## config.mk

```make
export PLATFORM = sky130hd
export DESIGN_NAME = gbc_top
export DESIGN_NICKNAME = d
export VERILOG_FILES = /design/src/logic/gbc_pkg.sv /design/src/logic/gbc_top.sv
export SDC_FILE = /design/constraint.sdc
export NUM_CORES = 1
export LEC_CHECK = 0
export ABC_AREA = 1
export BUFFER_PORTS_ARGS = -buffer_cell sky130_fd_sc_hd__buf_4
export CORE_UTILIZATION = 55
export DETAILED_ROUTE_END_ITERATION = 8
export PLACE_DENSITY = 0.72
export SETUP_SLACK_MARGIN = 0.02
export SYNTH_ARGS = -nofsm -noshare
export SYNTH_HDL_FRONTEND = slang
export SYNTH_SLANG_ARGS = --single-unit
```

## constraint.sdc

```tcl
create_clock -name clk -period 8.8 [get_ports clk]
set_input_delay 1.76 -clock clk [delete_from_list [all_inputs] [get_ports clk]]
set_output_delay 1.76 -clock clk [all_outputs]
set_load 0.02 [all_outputs]
```

## src/logic/gbc_pkg.sv

```systemverilog
package gbc_pkg;
	// Register offsets on the control port.
	localparam logic [7:0] GBC_OFS_PINS01 = 8'h58;
	localparam logic [7:0] GBC_OFS_PINS23 = 8'h59;
	localparam logic [7:0] GBC_OFS_PIN4 = 8'h5A;
	localparam logic [7:0] GBC_OFS_REGA = 8'h5D;
	localparam logic [7:0] GBC_OFS_REGB = 8'h5E;
	// Reset values of the stored registers.
	localparam logic [7:0] GBC_RST_CFG = 8'h00;
	localparam logic [7:0] GBC_RST_CTL = 8'h00;
	// Reset level of the pin synchronisers and filters; it matches the passive level of the reset polarity.
	localparam logic [4:0] GBC_RST_PINS = 5'h1F;
	// Writable bits of each register; the rest read as zero.
	localparam logic [7:0] GBC_WMASK_PIN4 = 8'h0F;
	localparam logic [7:0] GBC_WMASK_CTL = 8'h7F;
	// Field positions inside a pin nibble (low nibble pin 0/2/4, high pin 1/3).
	localparam int GBC_POS_DEB = 3;
	localparam int GBC_POS_POL = 2;
	localparam int GBC_POS_FN = 0;
	// Field positions inside a regulator control register.
	localparam int GBC_POS_VSEL = 5;
	localparam int GBC_POS_VCHOICE = 4;
	localparam int GBC_POS_PDOFF = 3;
	localparam int GBC_POS_ESEL = 1;
	localparam int GBC_POS_ON = 0;
	// Pin function codes.
	localparam logic [1:0] GBC_FN_INPUT = 2'h0;
	localparam logic [1:0] GBC_FN_TRACK = 2'h1;
	localparam logic [1:0] GBC_FN_OPEN_DRAIN = 2'h2;
	localparam logic [1:0] GBC_FN_PUSH_PULL = 2'h3;
	// Clock rate and debounce times, times in microseconds.
	localparam int GBC_CLK_KHZ = 25000;
	localparam int GBC_DEB_US_1 = 100;
	localparam int GBC_DEB_US_2 = 1000;
	localparam int GBC_DEB_US_3 = 10000;
	localparam int GBC_DEB_US_4 = 50000;
	localparam int GBC_DEB_US_5 = 250000;
	localparam int GBC_DEB_US_6 = 500000;
	localparam int GBC_DEB_US_7 = 1000000;
	// Cycles for the shortest debounce time, rounded up.
	localparam int GBC_DEB_CYC_1 = (GBC_DEB_US_1 * GBC_CLK_KHZ + 999) / 1000;
	// Width of the debounce counters.
	localparam int GBC_CNT_W = 25;
endpackage : gbc_pkg

```

## src/logic/gbc_top.sv

```systemverilog
//////////////////////////////////////////////////////////////////////////////
//////////////////////////////////////////////////////////////////////////////
module gbc_top
	import gbc_pkg::*;
#(
	parameter int DEB_CYC_2 = GBC_DEB_US_2 * (GBC_CLK_KHZ / 1000),
	parameter int DEB_CYC_3 = GBC_DEB_US_3 * (GBC_CLK_KHZ / 1000),
	parameter int DEB_CYC_4 = GBC_DEB_US_4 * (GBC_CLK_KHZ / 1000),
	parameter int DEB_CYC_5 = GBC_DEB_US_5 * (GBC_CLK_KHZ / 1000),
	parameter int DEB_CYC_6 = GBC_DEB_US_6 * (GBC_CLK_KHZ / 1000),
	parameter int DEB_CYC_7 = GBC_DEB_US_7 * (GBC_CLK_KHZ / 1000)
) (
	input wire logic clk,
	input wire logic rstn,
	input wire logic [7:0] reg_addr,
	input wire logic reg_wr,
	input wire logic [7:0] reg_wdata,
	output logic [7:0] reg_rdata,
	input wire logic [2:0] debounce_time,
	input wire logic [4:0] pin_in,
	output logic pin2_out,
	output logic pin2_oe,
	output logic pin3_out,
	output logic pin3_oe,
	output logic [4:0] pin_active,
	output logic [4:0] pin_event,
	output logic track_enable,
	output logic [1:0] reg_enabled,
	output logic [1:0] reg_voltage_second,
	output logic [1:0] reg_pulldown_on
);

	//////////////////////////////////////////////////////////////////////////
	// Returns the cycle count for a debounce setting, zero meaning none.
	function automatic logic [GBC_CNT_W-1:0] deb_limit(input logic [2:0] sel);
		logic [GBC_CNT_W-1:0] r;
		r = '0;
		unique case (sel)
			3'h1: r = GBC_CNT_W'(GBC_DEB_CYC_1);
			3'h2: r = GBC_CNT_W'(DEB_CYC_2);
			3'h3: r = GBC_CNT_W'(DEB_CYC_3);
			3'h4: r = GBC_CNT_W'(DEB_CYC_4);
			3'h5: r = GBC_CNT_W'(DEB_CYC_5);
			3'h6: r = GBC_CNT_W'(DEB_CYC_6);
			3'h7: r = GBC_CNT_W'(DEB_CYC_7);
			3'h0: r = '0;
		endcase
		return r;
	endfunction : deb_limit

	// Picks one pin bit by a two-bit select; code zero selects nothing.
	function automatic logic pick_pin(input logic [1:0] sel, input logic [3:0] pins);
		return (sel == 2'h0) ? 1'b0 : pins[sel];
	endfunction : pick_pin

	//////////////////////////////////////////////////////////////////////////
	// Stored registers.
	logic [7:0] cfg01; // Pins zero and one configuration.
	logic [7:0] cfg23; // Pins two and three configuration.
	logic [7:0] cfg4; // Pin four configuration.
	logic [7:0] ctl [2]; // Regulator A and B control.

	// Per-pin configuration fields gathered into vectors.
	logic [3:0] nib [5];
	logic [4:0] deb_on; // Debounce select or output level bits.
	logic [4:0] pol; // Active level of each pin.
	logic [4:0] is_input; // Pin is used as an ordinary input.

	assign nib[0] = cfg01[3:0];
	assign nib[1] = cfg01[7:4];
	assign nib[2] = cfg23[3:0];
	assign nib[3] = cfg23[7:4];
	assign nib[4] = cfg4[3:0];

	// Only code zero is an input on every pin; pin zero also tracks.
	generate
		for (genvar i = 0; i < 5; i++) begin : g_fields
			assign deb_on[i] = nib[i][GBC_POS_DEB];
			assign pol[i] = nib[i][GBC_POS_POL];
			assign is_input[i] = (nib[i][1:0] == GBC_FN_INPUT);
		end
	endgenerate

	//////////////////////////////////////////////////////////////////////////
	// Register decode and readback; reserved bits read as zero.
	wire hit01 = (reg_addr == GBC_OFS_PINS01);
	wire hit23 = (reg_addr == GBC_OFS_PINS23);
	wire hit4 = (reg_addr == GBC_OFS_PIN4);
	wire hita = (reg_addr == GBC_OFS_REGA);
	wire hitb = (reg_addr == GBC_OFS_REGB);
	wire [7:0] next_rdata = hit01 ? cfg01 : hit23 ? cfg23 : hit4 ? cfg4 :
		hita ? ctl[0] : hitb ? ctl[1] : 8'h00;

	// Configuration writes; reserved bits are never stored.
	always_ff @(posedge clk) begin
		if (!rstn) begin
			cfg01 <= GBC_RST_CFG;
			cfg23 <= GBC_RST_CFG;
			cfg4 <= GBC_RST_CFG;
			reg_rdata <= 8'h00;
		end else begin
			reg_rdata <= next_rdata;
			if (reg_wr && hit01) begin
				cfg01 <= reg_wdata;
			end
			if (reg_wr && hit23) begin
				cfg23 <= reg_wdata;
			end
			if (reg_wr && hit4) begin
				cfg4 <= reg_wdata & GBC_WMASK_PIN4;
			end
		end
	end

	//////////////////////////////////////////////////////////////////////////
	// Input path: two-stage synchroniser, debounce filter, edge detector.
	logic [4:0] sync_a; // First stage, read only by sync_b.
	logic [4:0] sync_b; // Second stage.
	logic [4:0] filt; // Filtered pin level.
	logic [4:0] act_d; // Previous active state.
	logic [GBC_CNT_W-1:0] cnt [5];
	wire [GBC_CNT_W-1:0] limit = deb_limit(debounce_time);
	wire [4:0] act = ~(filt ^ pol);
	wire [4:0] rise = act & ~act_d & is_input;
	wire [4:0] fall = ~act & act_d & is_input;

	// Synchronise the pins before anything looks at them.
	always_ff @(posedge clk) begin
		if (!rstn) begin
			sync_a <= GBC_RST_PINS;
			sync_b <= GBC_RST_PINS;
		end else begin
			sync_a <= pin_in;
			sync_b <= sync_a;
		end
	end

	// A level is taken once it has stood for the debounce time.
	generate
		for (genvar i = 0; i < 5; i++) begin : g_deb
			wire use_deb = deb_on[i] && (limit != '0);
			always_ff @(posedge clk) begin
				if (!rstn) begin
					filt[i] <= GBC_RST_PINS[i]; // Passive at reset polarity, so no false edge follows reset.
					cnt[i] <= '0;
				end else if (sync_b[i] == filt[i]) begin
					cnt[i] <= '0;
				end else if (!use_deb || cnt[i] >= limit - 1'b1) begin
					filt[i] <= sync_b[i];
					cnt[i] <= '0;
				end else begin
					cnt[i] <= cnt[i] + 1'b1;
				end
			end
		end
	endgenerate

	// Edge memory and event pulses, one per active-state change of an input pin.
	always_ff @(posedge clk) begin
		if (!rstn) begin
			act_d <= 5'h00;
			pin_event <= 5'h00;
			pin_active <= 5'h00;
			track_enable <= 1'b0;
		end else begin
			act_d <= act;
			pin_event <= rise | fall;
			pin_active <= act;
			track_enable <= (nib[0][1:0] == GBC_FN_TRACK) && act[0];
		end
	end

	//////////////////////////////////////////////////////////////////////////
	// Pins two and three as outputs: level bit, polarity and drive type.
	wire [1:0] out_val = {~(deb_on[3] ^ pol[3]), ~(deb_on[2] ^ pol[2])};

	// Push-pull drives both levels; open-drain only pulls low.
	always_ff @(posedge clk) begin
		if (!rstn) begin
			pin2_out <= 1'b0;
			pin2_oe <= 1'b0;
			pin3_out <= 1'b0;
			pin3_oe <= 1'b0;
		end else begin
			pin2_out <= (nib[2][1:0] == GBC_FN_PUSH_PULL) && out_val[0];
			pin2_oe <= (nib[2][1:0] == GBC_FN_PUSH_PULL) || ((nib[2][1:0] == GBC_FN_OPEN_DRAIN) && !out_val[0]);
			pin3_out <= (nib[3][1:0] == GBC_FN_PUSH_PULL) && out_val[1];
			pin3_oe <= (nib[3][1:0] == GBC_FN_PUSH_PULL) || ((nib[3][1:0] == GBC_FN_OPEN_DRAIN) && !out_val[1]);
		end
	end

	//////////////////////////////////////////////////////////////////////////
	// Regulator control: pin edges update the same bits software writes.
	generate
		for (genvar r = 0; r < 2; r++) begin : g_reg
			wire [1:0] esel = ctl[r][GBC_POS_ESEL +: 2];
			wire [1:0] vsel = ctl[r][GBC_POS_VSEL +: 2];
			// Enable pins: 01 pin zero, 10 pin one, 11 pin three.
			wire en_up = pick_pin(esel, {rise[3], rise[1], rise[0], 1'b0});
			wire en_dn = pick_pin(esel, {fall[3], fall[1], fall[0], 1'b0});
			// Voltage pins: 01 pin one, 10 pin two, 11 pin four.
			wire v_up = pick_pin(vsel, {rise[4], rise[2], rise[1], 1'b0});
			wire v_dn = pick_pin(vsel, {fall[4], fall[2], fall[1], 1'b0});
			wire wr = reg_wr && ((r == 0) ? hita : hitb);
			wire [7:0] base = wr ? (reg_wdata & GBC_WMASK_CTL) : ctl[r];
			logic [7:0] next_ctl;
			always_comb begin
				next_ctl = base;
				if (en_up) begin
					next_ctl[GBC_POS_ON] = 1'b1;
				end else if (en_dn) begin
					next_ctl[GBC_POS_ON] = 1'b0;
				end
				if (v_up) begin
					next_ctl[GBC_POS_VCHOICE] = 1'b1;
				end else if (v_dn) begin
					next_ctl[GBC_POS_VCHOICE] = 1'b0;
				end
			end
			// A pin edge in the same cycle as a write wins over the write.
			always_ff @(posedge clk) begin
				if (!rstn) begin
					ctl[r] <= GBC_RST_CTL;
				end else begin
					ctl[r] <= next_ctl;
				end
			end
			assign reg_enabled[r] = ctl[r][GBC_POS_ON];
			assign reg_voltage_second[r] = ctl[r][GBC_POS_VCHOICE];
			assign reg_pulldown_on[r] = !ctl[r][GBC_POS_ON] && !ctl[r][GBC_POS_PDOFF];
		end
	endgenerate
endmodule : gbc_top

```

==> key figures, run 1 <==
Placed design
  • DP HPWL: 25.9 mm
  • # port buffers: between 50 and 60
  • Placed cells: 2,184
  • Placer Congestion: 0.897

Clock network
  • Post-CTS Setup Inserts: 0
  • Clk_lat worst skew: 450 ps
  • CTS tree: built
  • Root buffer cell: clkbuf_16
  • Hold-fix buffers, CTS: 0
  • H-tree depth: 4
  • Total CTS buffers: 17
  • PostCTS Resize Cnt: 0
  • CTS Sinks: 197
  • Clock transition at path regs: 80 ps
  • Bufs on Longest Clock Path: 2

Yosys
  • Mapped cell area: ~14,000 µm²
  • Synth area leader: edfxtp_1
  • Synth Warn #: 0
  • Synth top area cells: edfxtp_1 27%, dfxtp_1 10%, ha_1 9.2%, nand2_1 8.6%, inv_1 5.8%
  • Synth Area in Compound Gates: 0.0750
  • Mux cell area share after synthesis: 0
  • Synth top area share: 0.271
  • Post-synthesis simple-gate area fraction: 0.307
  • Synth Register Bits: ~200
  • Distinct cell type count after synthesis: 57
  • Post-Synth XOR/XNOR Area: 0.0720
  • Avg Cell Area, Syn: between 8 and 9 µm²
  • Largest family of logic cells by synthesized area: simple AND/OR/NAND/NOR gates
  • Post-synthesis sequential area ratio: 0.375
  • Post-Synth Adder-Cell Area: 0.0921
  • Cell count after synthesis: 1,709

Detailed routing
  • Initial DRC count: just over 1,000
  • Number of vias per cell: 5.28
  • Routed length per instance: 15.7 µm
  • Final wirelength: 34.8 mm
  • Via count of the routed design: about 12,000
  • Antenna-violating nets left: 0
  • DRC violations left: 0
  • DRT Pass-1 Iters: 6

Timing
  • Slew @ Worst Pin: 1190 ps
  • Max Transition Viols Final: 0
  • Post-route clock period utilization: 0.724
  • Fin. Hold Viols: 0
  • Setup Skew: 15.8 ps
  • F_max: around 160 MHz
  • Final setup fails: 0
  • Setup_tns: 0 ps
  • Final Critical Period: 6370 ps
  • RSZ-0062 raised after global routing: false
  • Rel. slew slack: 0.203

GRT
  • Initial antenna violation count: 0
  • Vias in the first global route: 11,000
  • Pin count of the biggest net entering global routing: 48
  • Total Routing Usage GR: 0.277
  • Grt total ovfl: 0
  • First-pass GRT wire length: 56.0 mm

Floorplan
  • I/O pins: 56
  • Die area: 25,800 µm²
  • Chip height: 161 µm
  • Starting Density: 0.565
  • Die width: about 160 µm
  • Site Rows: 57
  • Core area: 24,500 µm²

Critical path
  • Setup crit end: cnt[2][24]$_SDFFCE_PN0P_
  • CP max stage cell: a21oi_1
  • WP data required: 9060 ps
  • Kind of cell adding the most delay to the critical path: simple AND/OR/NAND/NOR gates
  • Worst Setup End Kind: flop
  • CP Depth: 22
  • FF-to-FF path depth: 14
  • RR Endpoint: cnt[2][24]$_SDFFCE_PN0P_
  • CP cell instances: buf_4 > inv_1 > ha_1 > inv_1 > nor2_2 > inv_1 > ha_1 > nor2_4 > nor2_4 > nand3_4 > nand2_2 > a21oi_1 > ha_1 > a21oi_1 > o21bai_1 > a21oi_1 > nand2_1 > nor2_1 > nand2_1 > nand2_2 > nand4_4 > nor2_1
  • Crit path from: debounce_time[0]
  • Worst flop-to-flop path startpoint: cnt[2][0]$_SDFFCE_PN0P_
  • Crit path launch type: primary input
  • Buf/Inv on CP: 4
  • Slowest cell delay on critical path: 870 ps
  • FF-to-FF setup slack: 5990 ps
  • Crit Path Class: in2reg
  • Worst Path Arrival: 6640 ps
  • CP Max Fanout: 25

Run status
  • Status: finished, final reports clean

Power
  • Pleak: 6.64 nW
  • Peak VDD IR: about 0.16 mV
  • Pwr dens: 140 nW/µm²

Finish
  • Area Overhead vs Synth: 12.1%
  • Layout cells sized above 1: 0.114
  • Antenna Cells: 0
  • NumNets Final: 2,008
  • Post-Layout Cell Count: 2,216
  • Post-layout util: 0.634

Job
  • Max cap viols: 0

Worst hold path
  • Hold crit path type: reg2reg
-- cells by family after synthesis --
logic type      Yosys count
other cells               1
fa+ha+maj               102
buf+inv                 255
xor+xnor                114
simple gates            862
flops                   197
compound gates          178
-- worst reg2reg max path: stages, from the launching register on --
cell and delay [ps]:
edfxtp_1 410, ha_1 250, nand3_1 140, inv_1 70
nand3_1 100, nor2_1 180, nand3_1 140, nor2_1 240
nand3_1 150, nor2_1 220, nand3_1 170, nor3_1 220
xor2_1 170, inv_1 50, nor2_1 120
-- layout make-up --
cell class / count / area (µm²)
clock buffer: 17 / 425
clock inverter: 15 / 194
fill: 2153 / 8990
inverter: 223 / 840
multi-input combinational: 1381 / 8040
sequential: 197 / 5190
tap: 324 / 405
timing repair buffer: 59 / 443
-- stage by stage --
step                area (µm²)  power (mW)  setup slack, ps  hold slack [ps]
floorplan                14300        1.26             3720              393
global placement         14900        1.35             2260              398
detailed placement       14900        1.36             2080              399
CTS                      15500        2.18             2540              420
global route             15500        2.26             2180              427
finish                   15500        2.17             2430              416
-- cell usage after synthesis, drive strengths merged --
master,instances
o21a,6
a32o,3
or2,14
o211ai,1
a21boi,4
nor3,58
clkbuf,13
and2,1
conb,1
xor2,84
nor3b,2
edfxtp,125
clkinv,1
o21ai,41
buf,19
inv,222
a21oi,90
ha,102
a32oi,2
a211oi,8
o21bai,2
and3,1
dfxtp,72
nor4,16
a31oi,9
nor2,254
nand3b,4
o22ai,1
nand3,135
xnor2,30
a221oi,5
nand4,39
nand2,338
o2111ai,1
a21o,5
-- layer usage --
layer | routed length, µm | up-vias | GRT usage
met4 | 774 | 0 | 0.0729
met3 | 1970 | 55 | 0.0514
met2 | 16400 | 289 | 0.459
met5 | 0 | - | 0
met1 | 15700 | 5451 | 0.372
li1 | - | 5901 | -
-- power breakdown --
group / internal [mW] / switching, mW / total [mW] / leakage [nW]
clock network: 0.395 / 0.429 / 0.823 / 0.299
logic: 0.105 / 0.208 / 0.313 / 4.47
registers: 1.00 / 0.0301 / 1.03 / 1.87
total: 1.50 / 0.667 / 2.17 / 6.64
-- layout by cell type, fill, tap and decap left out, types with 30 or more instances in the layout --
cell / count
a21oi_1: 88
buf_4: 59
conb_1: 125
dfxtp_1: 72
edfxtp_1: 125
ha_1: 102
inv_1: 214
nand2_1: 316
nand3_1: 124
nand4_1: 38
nor2_1: 192
nor2_4: 43
nor3_1: 56
o21ai_0: 36
xnor2_1: 30
xor2_1: 84
-- worst min path at each step --
stage                         startpoint              endpoint  cells after the start
floorplan           sync_a[0]$_SDFF_PN1_  sync_b[0]$_SDFF_PN1_                      1
global placement    sync_a[3]$_SDFF_PN1_  sync_b[3]$_SDFF_PN1_                      1
detailed placement  sync_a[4]$_SDFF_PN1_  sync_b[4]$_SDFF_PN1_                      1
CTS                 sync_a[2]$_SDFF_PN1_  sync_b[2]$_SDFF_PN1_                      1
global route        sync_a[2]$_SDFF_PN1_  sync_b[2]$_SDFF_PN1_                      1
finish              sync_a[2]$_SDFF_PN1_  sync_b[2]$_SDFF_PN1_                      1
-- state kept, by name, summed over array words and instances, names as in the netlist, 8 cells and up --
| signal | flops |
|---|---|
| cnt | 125 |
| ctl | 14 |
| cfg01 | 8 |
| cfg23 | 8 |
| reg_rdata | 8 |
Note: power is estimated with default switching activity, not from simulation.
==> run 2, diff against run 1 <==
==> constraint.sdc (replaced) <==
create_clock -name clk -period 6.6 [get_ports clk]
set_input_delay 1.32 -clock clk [delete_from_list [all_inputs] [get_ports clk]]
set_output_delay 1.32 -clock clk [all_outputs]
set_load 0.02 [all_outputs]
==> run 2 against run 1 <==
  * Die area stayed put
  * Combinational power is 36% higher
  * Highest routed layer unchanged
  * Wire length is 0.44% lower
  * Core utilization is 0.27 points higher
  * Critical path type unchanged
==> key figures, run 2 (same netlist as run 1, synthesis figures left out) <==
Timing
  • Max Transition Viols Final: 0 (unchanged)
  • Final Critical Period: 5440 ps
  • Setup_tns: 0 ps (unchanged)
  • Slew @ Worst Pin: 834 ps (was 1190 ps)
  • F_max: 184 MHz
  • Setup Skew: 20.8 ps (was 15.8 ps)
  • RSZ-0062 raised after global routing: false (unchanged)
  • PnR worst setup slack: 1160 ps (was 2430 ps)
  • Final setup fails: 0 (unchanged)
  • Rel. slew slack: 0.440 (was 0.203)
  • Post-route clock period utilization: 0.824
  • Fin. Hold Viols: 0 (unchanged)

Clock network
  • PostCTS Resize Cnt: 0 (unchanged)
  • H-tree depth: 4 (unchanged)
  • Clock transition at path regs: 80 ps (about the same)
  • Root buffer cell: clkbuf_16 (unchanged)
  • CTS tree: built (unchanged)
  • Total CTS buffers: 17 (unchanged)
  • Hold-fix buffers, CTS: 0 (unchanged)
  • Bufs on Longest Clock Path: 2 (unchanged)
  • Post-CTS Setup Inserts: 0 (unchanged)
  • Clk_lat worst skew: 440 ps (was 450 ps)
  • CTS Sinks: 197 (unchanged)

Finish
  • Max reg flops: 125 (unchanged)
  • FF+latch area: 5190 µm² (unchanged)
  • Commonest non-fill, non-tap cell in the layout: nand2_1 (unchanged)
  • Fillcell total: 2,138 (was 2,153)
  • Antenna Cells: 0 (unchanged)
  • Area Overhead vs Synth: 12.6% (was 12.1%)
  • Largest Register: cnt (unchanged)
  • Top Registers: cnt (125), ctl (14) (unchanged)
  • Area of the multi-input gates: 8040 µm² (unchanged)
  • Most frequent cells in the layout: 316 x nand2_1, 214 x inv_1, 192 x nor2_1, 125 x edfxtp_1, 125 x conb_1 (unchanged)
  • Layout cells sized above 1: 0.118 (was 0.114)
  • NumNets Final: 2,017 (was 2,008)

Critical path
  • FF-to-FF setup slack: 3840 ps (was 5990 ps)
  • Crit path launch type: primary input (unchanged)
  • CP Max Fanout: 25 (unchanged)
  • RR Endpoint: cnt[3][22]$_SDFFCE_PN0P_ (was cnt[2][24]$_SDFFCE_PN0P_)
  • Critical path's most frequent cell: nand2_1
  • Worst flop-to-flop path startpoint: cnt[3][0]$_SDFFCE_PN0P_ (was cnt[2][0]$_SDFFCE_PN0P_)
  • CP max stage cell: a21oi_1 (unchanged)
  • Crit Path Class: in2reg (unchanged)
  • WP data required: 6870 ps (was 9060 ps)
  • Worst Setup End Kind: flop (unchanged)
  • FF-to-FF path depth: 12 (was 14)
  • Worst Path Arrival: 5710 ps (was 6640 ps)
  • Slowest cell delay on critical path: 650 ps (was 870 ps)

Placed design
  • Placer Congestion: 0.949 (was 0.897)
  • Place WS: 717 ps (was 2080 ps)
  • DP HPWL: 26.6 mm (was 25.9 mm)
  • # port buffers: 55 (unchanged)

Floorplan
  • Starting Density: 0.565 (unchanged)
  • Die area: 25,800 µm² (unchanged)
  • Chip height: 161 µm (unchanged)
  • I/O pins: 56 (unchanged)
  • Core area: 24,500 µm² (unchanged)
  • Die width: 161 µm (unchanged)
  • Site Rows: 57 (unchanged)

Detailed routing
  • DRT Pass-1 Iters: 6 (unchanged)
  • Antenna-violating nets left: 0 (unchanged)
  • Number of vias per cell: 5.29 (was 5.28)
  • Initial DRC count: 965 (was 1,034)
  • DRC violations left: 0 (unchanged)
  • Final wirelength: 34.7 mm (was 34.8 mm)
  • Via count of the routed design: 11,800 (was 11,700)
  • Routed length per instance: 15.6 µm (was 15.7 µm)

Worst hold path
  • Hold crit path type: reg2reg (unchanged)
  • Hold depth: 1 (unchanged)
  • HP Start: sync_a[2]$_SDFF_PN1_ (unchanged)
  • Hold endpoint: sync_b[2]$_SDFF_PN1_ (unchanged)

Power
  • Pwr dens: 185 nW/µm² (was 140 nW/µm²)
  • Peak VDD IR: 0.162 mV (was 0.155 mV)
  • Pleak: 6.68 nW (was 6.64 nW)

GRT
  • Grt total ovfl: 0 (unchanged)
  • First-pass GRT wire length: 56.7 mm (was 56.0 mm)
  • Total Routing Usage GR: 0.279 (was 0.277)
  • Vias in the first global route: 11,300 (was 11,000)
  • Initial antenna violation count: 0 (unchanged)
  • Pin count of the biggest net entering global routing: 48 (unchanged)

Job
  • Max cap viols: 0 (unchanged)

Run status
  • Status: finished, final reports clean (unchanged)
[run 2: layout make-up]
cell class / count / share of cell area
multi-input cells: 1381 / 0.515
repair buffers: 68 / 0.0327
flip-flops and latches: 197 / 0.333
inverters: 223 / 0.0538
well taps: 324 / 0.0260
clock buffers: 17 / 0.0273
clock inverters: 15 / 0.0123
[run 2: worst max path at each step]
| stage | slack [ps] | from | cells past startpoint | endpoint |
|---|---|---|---|---|
| 2_1_floorplan | 1960 | debounce_time[0] | 27 | cnt[3][19]$_SDFFCE_PN0P_ |
| 3_3_place_gp | 890 | debounce_time[0] | 26 | cnt[3][8]$_SDFFCE_PN0P_ |
| 3_5_place_dp | 720 | debounce_time[0] | 26 | cnt[3][23]$_SDFFCE_PN0P_ |
| 4_1_cts | 1170 | debounce_time[0] | 26 | cnt[3][23]$_SDFFCE_PN0P_ |
| 5_1_grt | 730 | debounce_time[0] | 26 | cnt[3][24]$_SDFFCE_PN0P_ |
| 6_report | 1160 | debounce_time[0] | 26 | cnt[3][20]$_SDFFCE_PN0P_ |
[run 2: power breakdown]
group	internal, mW	total [mW]	switching (mW)
Combinational	0.147	0.426	0.279
Clock	0.525	1.08	0.559
Sequential	1.34	1.38	0.0397
Total	2.01	2.89	0.877
[run 2: critical path: cells and delay by family]
kind / cells / cell delay (ps)
adder cells (fa/ha/maj): 3 / 870
AND/OR/NAND/NOR: 15 / 1710
buffers and inverters: 4 / 580
AO/OA/AOI/OAI: 4 / 1210
[run 2: per-layer routing]
layer  vias to the layer above  GRT usage  wire length (µm)
li1                       5914          -                 -
met1                      5447      0.366             15300
met2                       342      0.468             16300
met3                        72     0.0483              2130
met4                         0     0.0875               932
met5                         -          0                 0
[run 2: through the flow]
stage | total power, mW | cell area (µm²) | hold WS [ps] | utilization | instances
3_3_place_gp | 1.81 | 15000 | 393 | 0.611 | 2193
6_report | 2.89 | 15600 | 418 | 0.636 | 2225
5_1_grt | 3.00 | 15600 | 428 | 0.636 | 2225
4_1_cts | 2.90 | 15600 | 421 | 0.636 | 2225
2_1_floorplan | 1.68 | 14300 | 393 | - | 1833
3_5_place_dp | 1.82 | 15000 | 405 | 0.611 | 2193
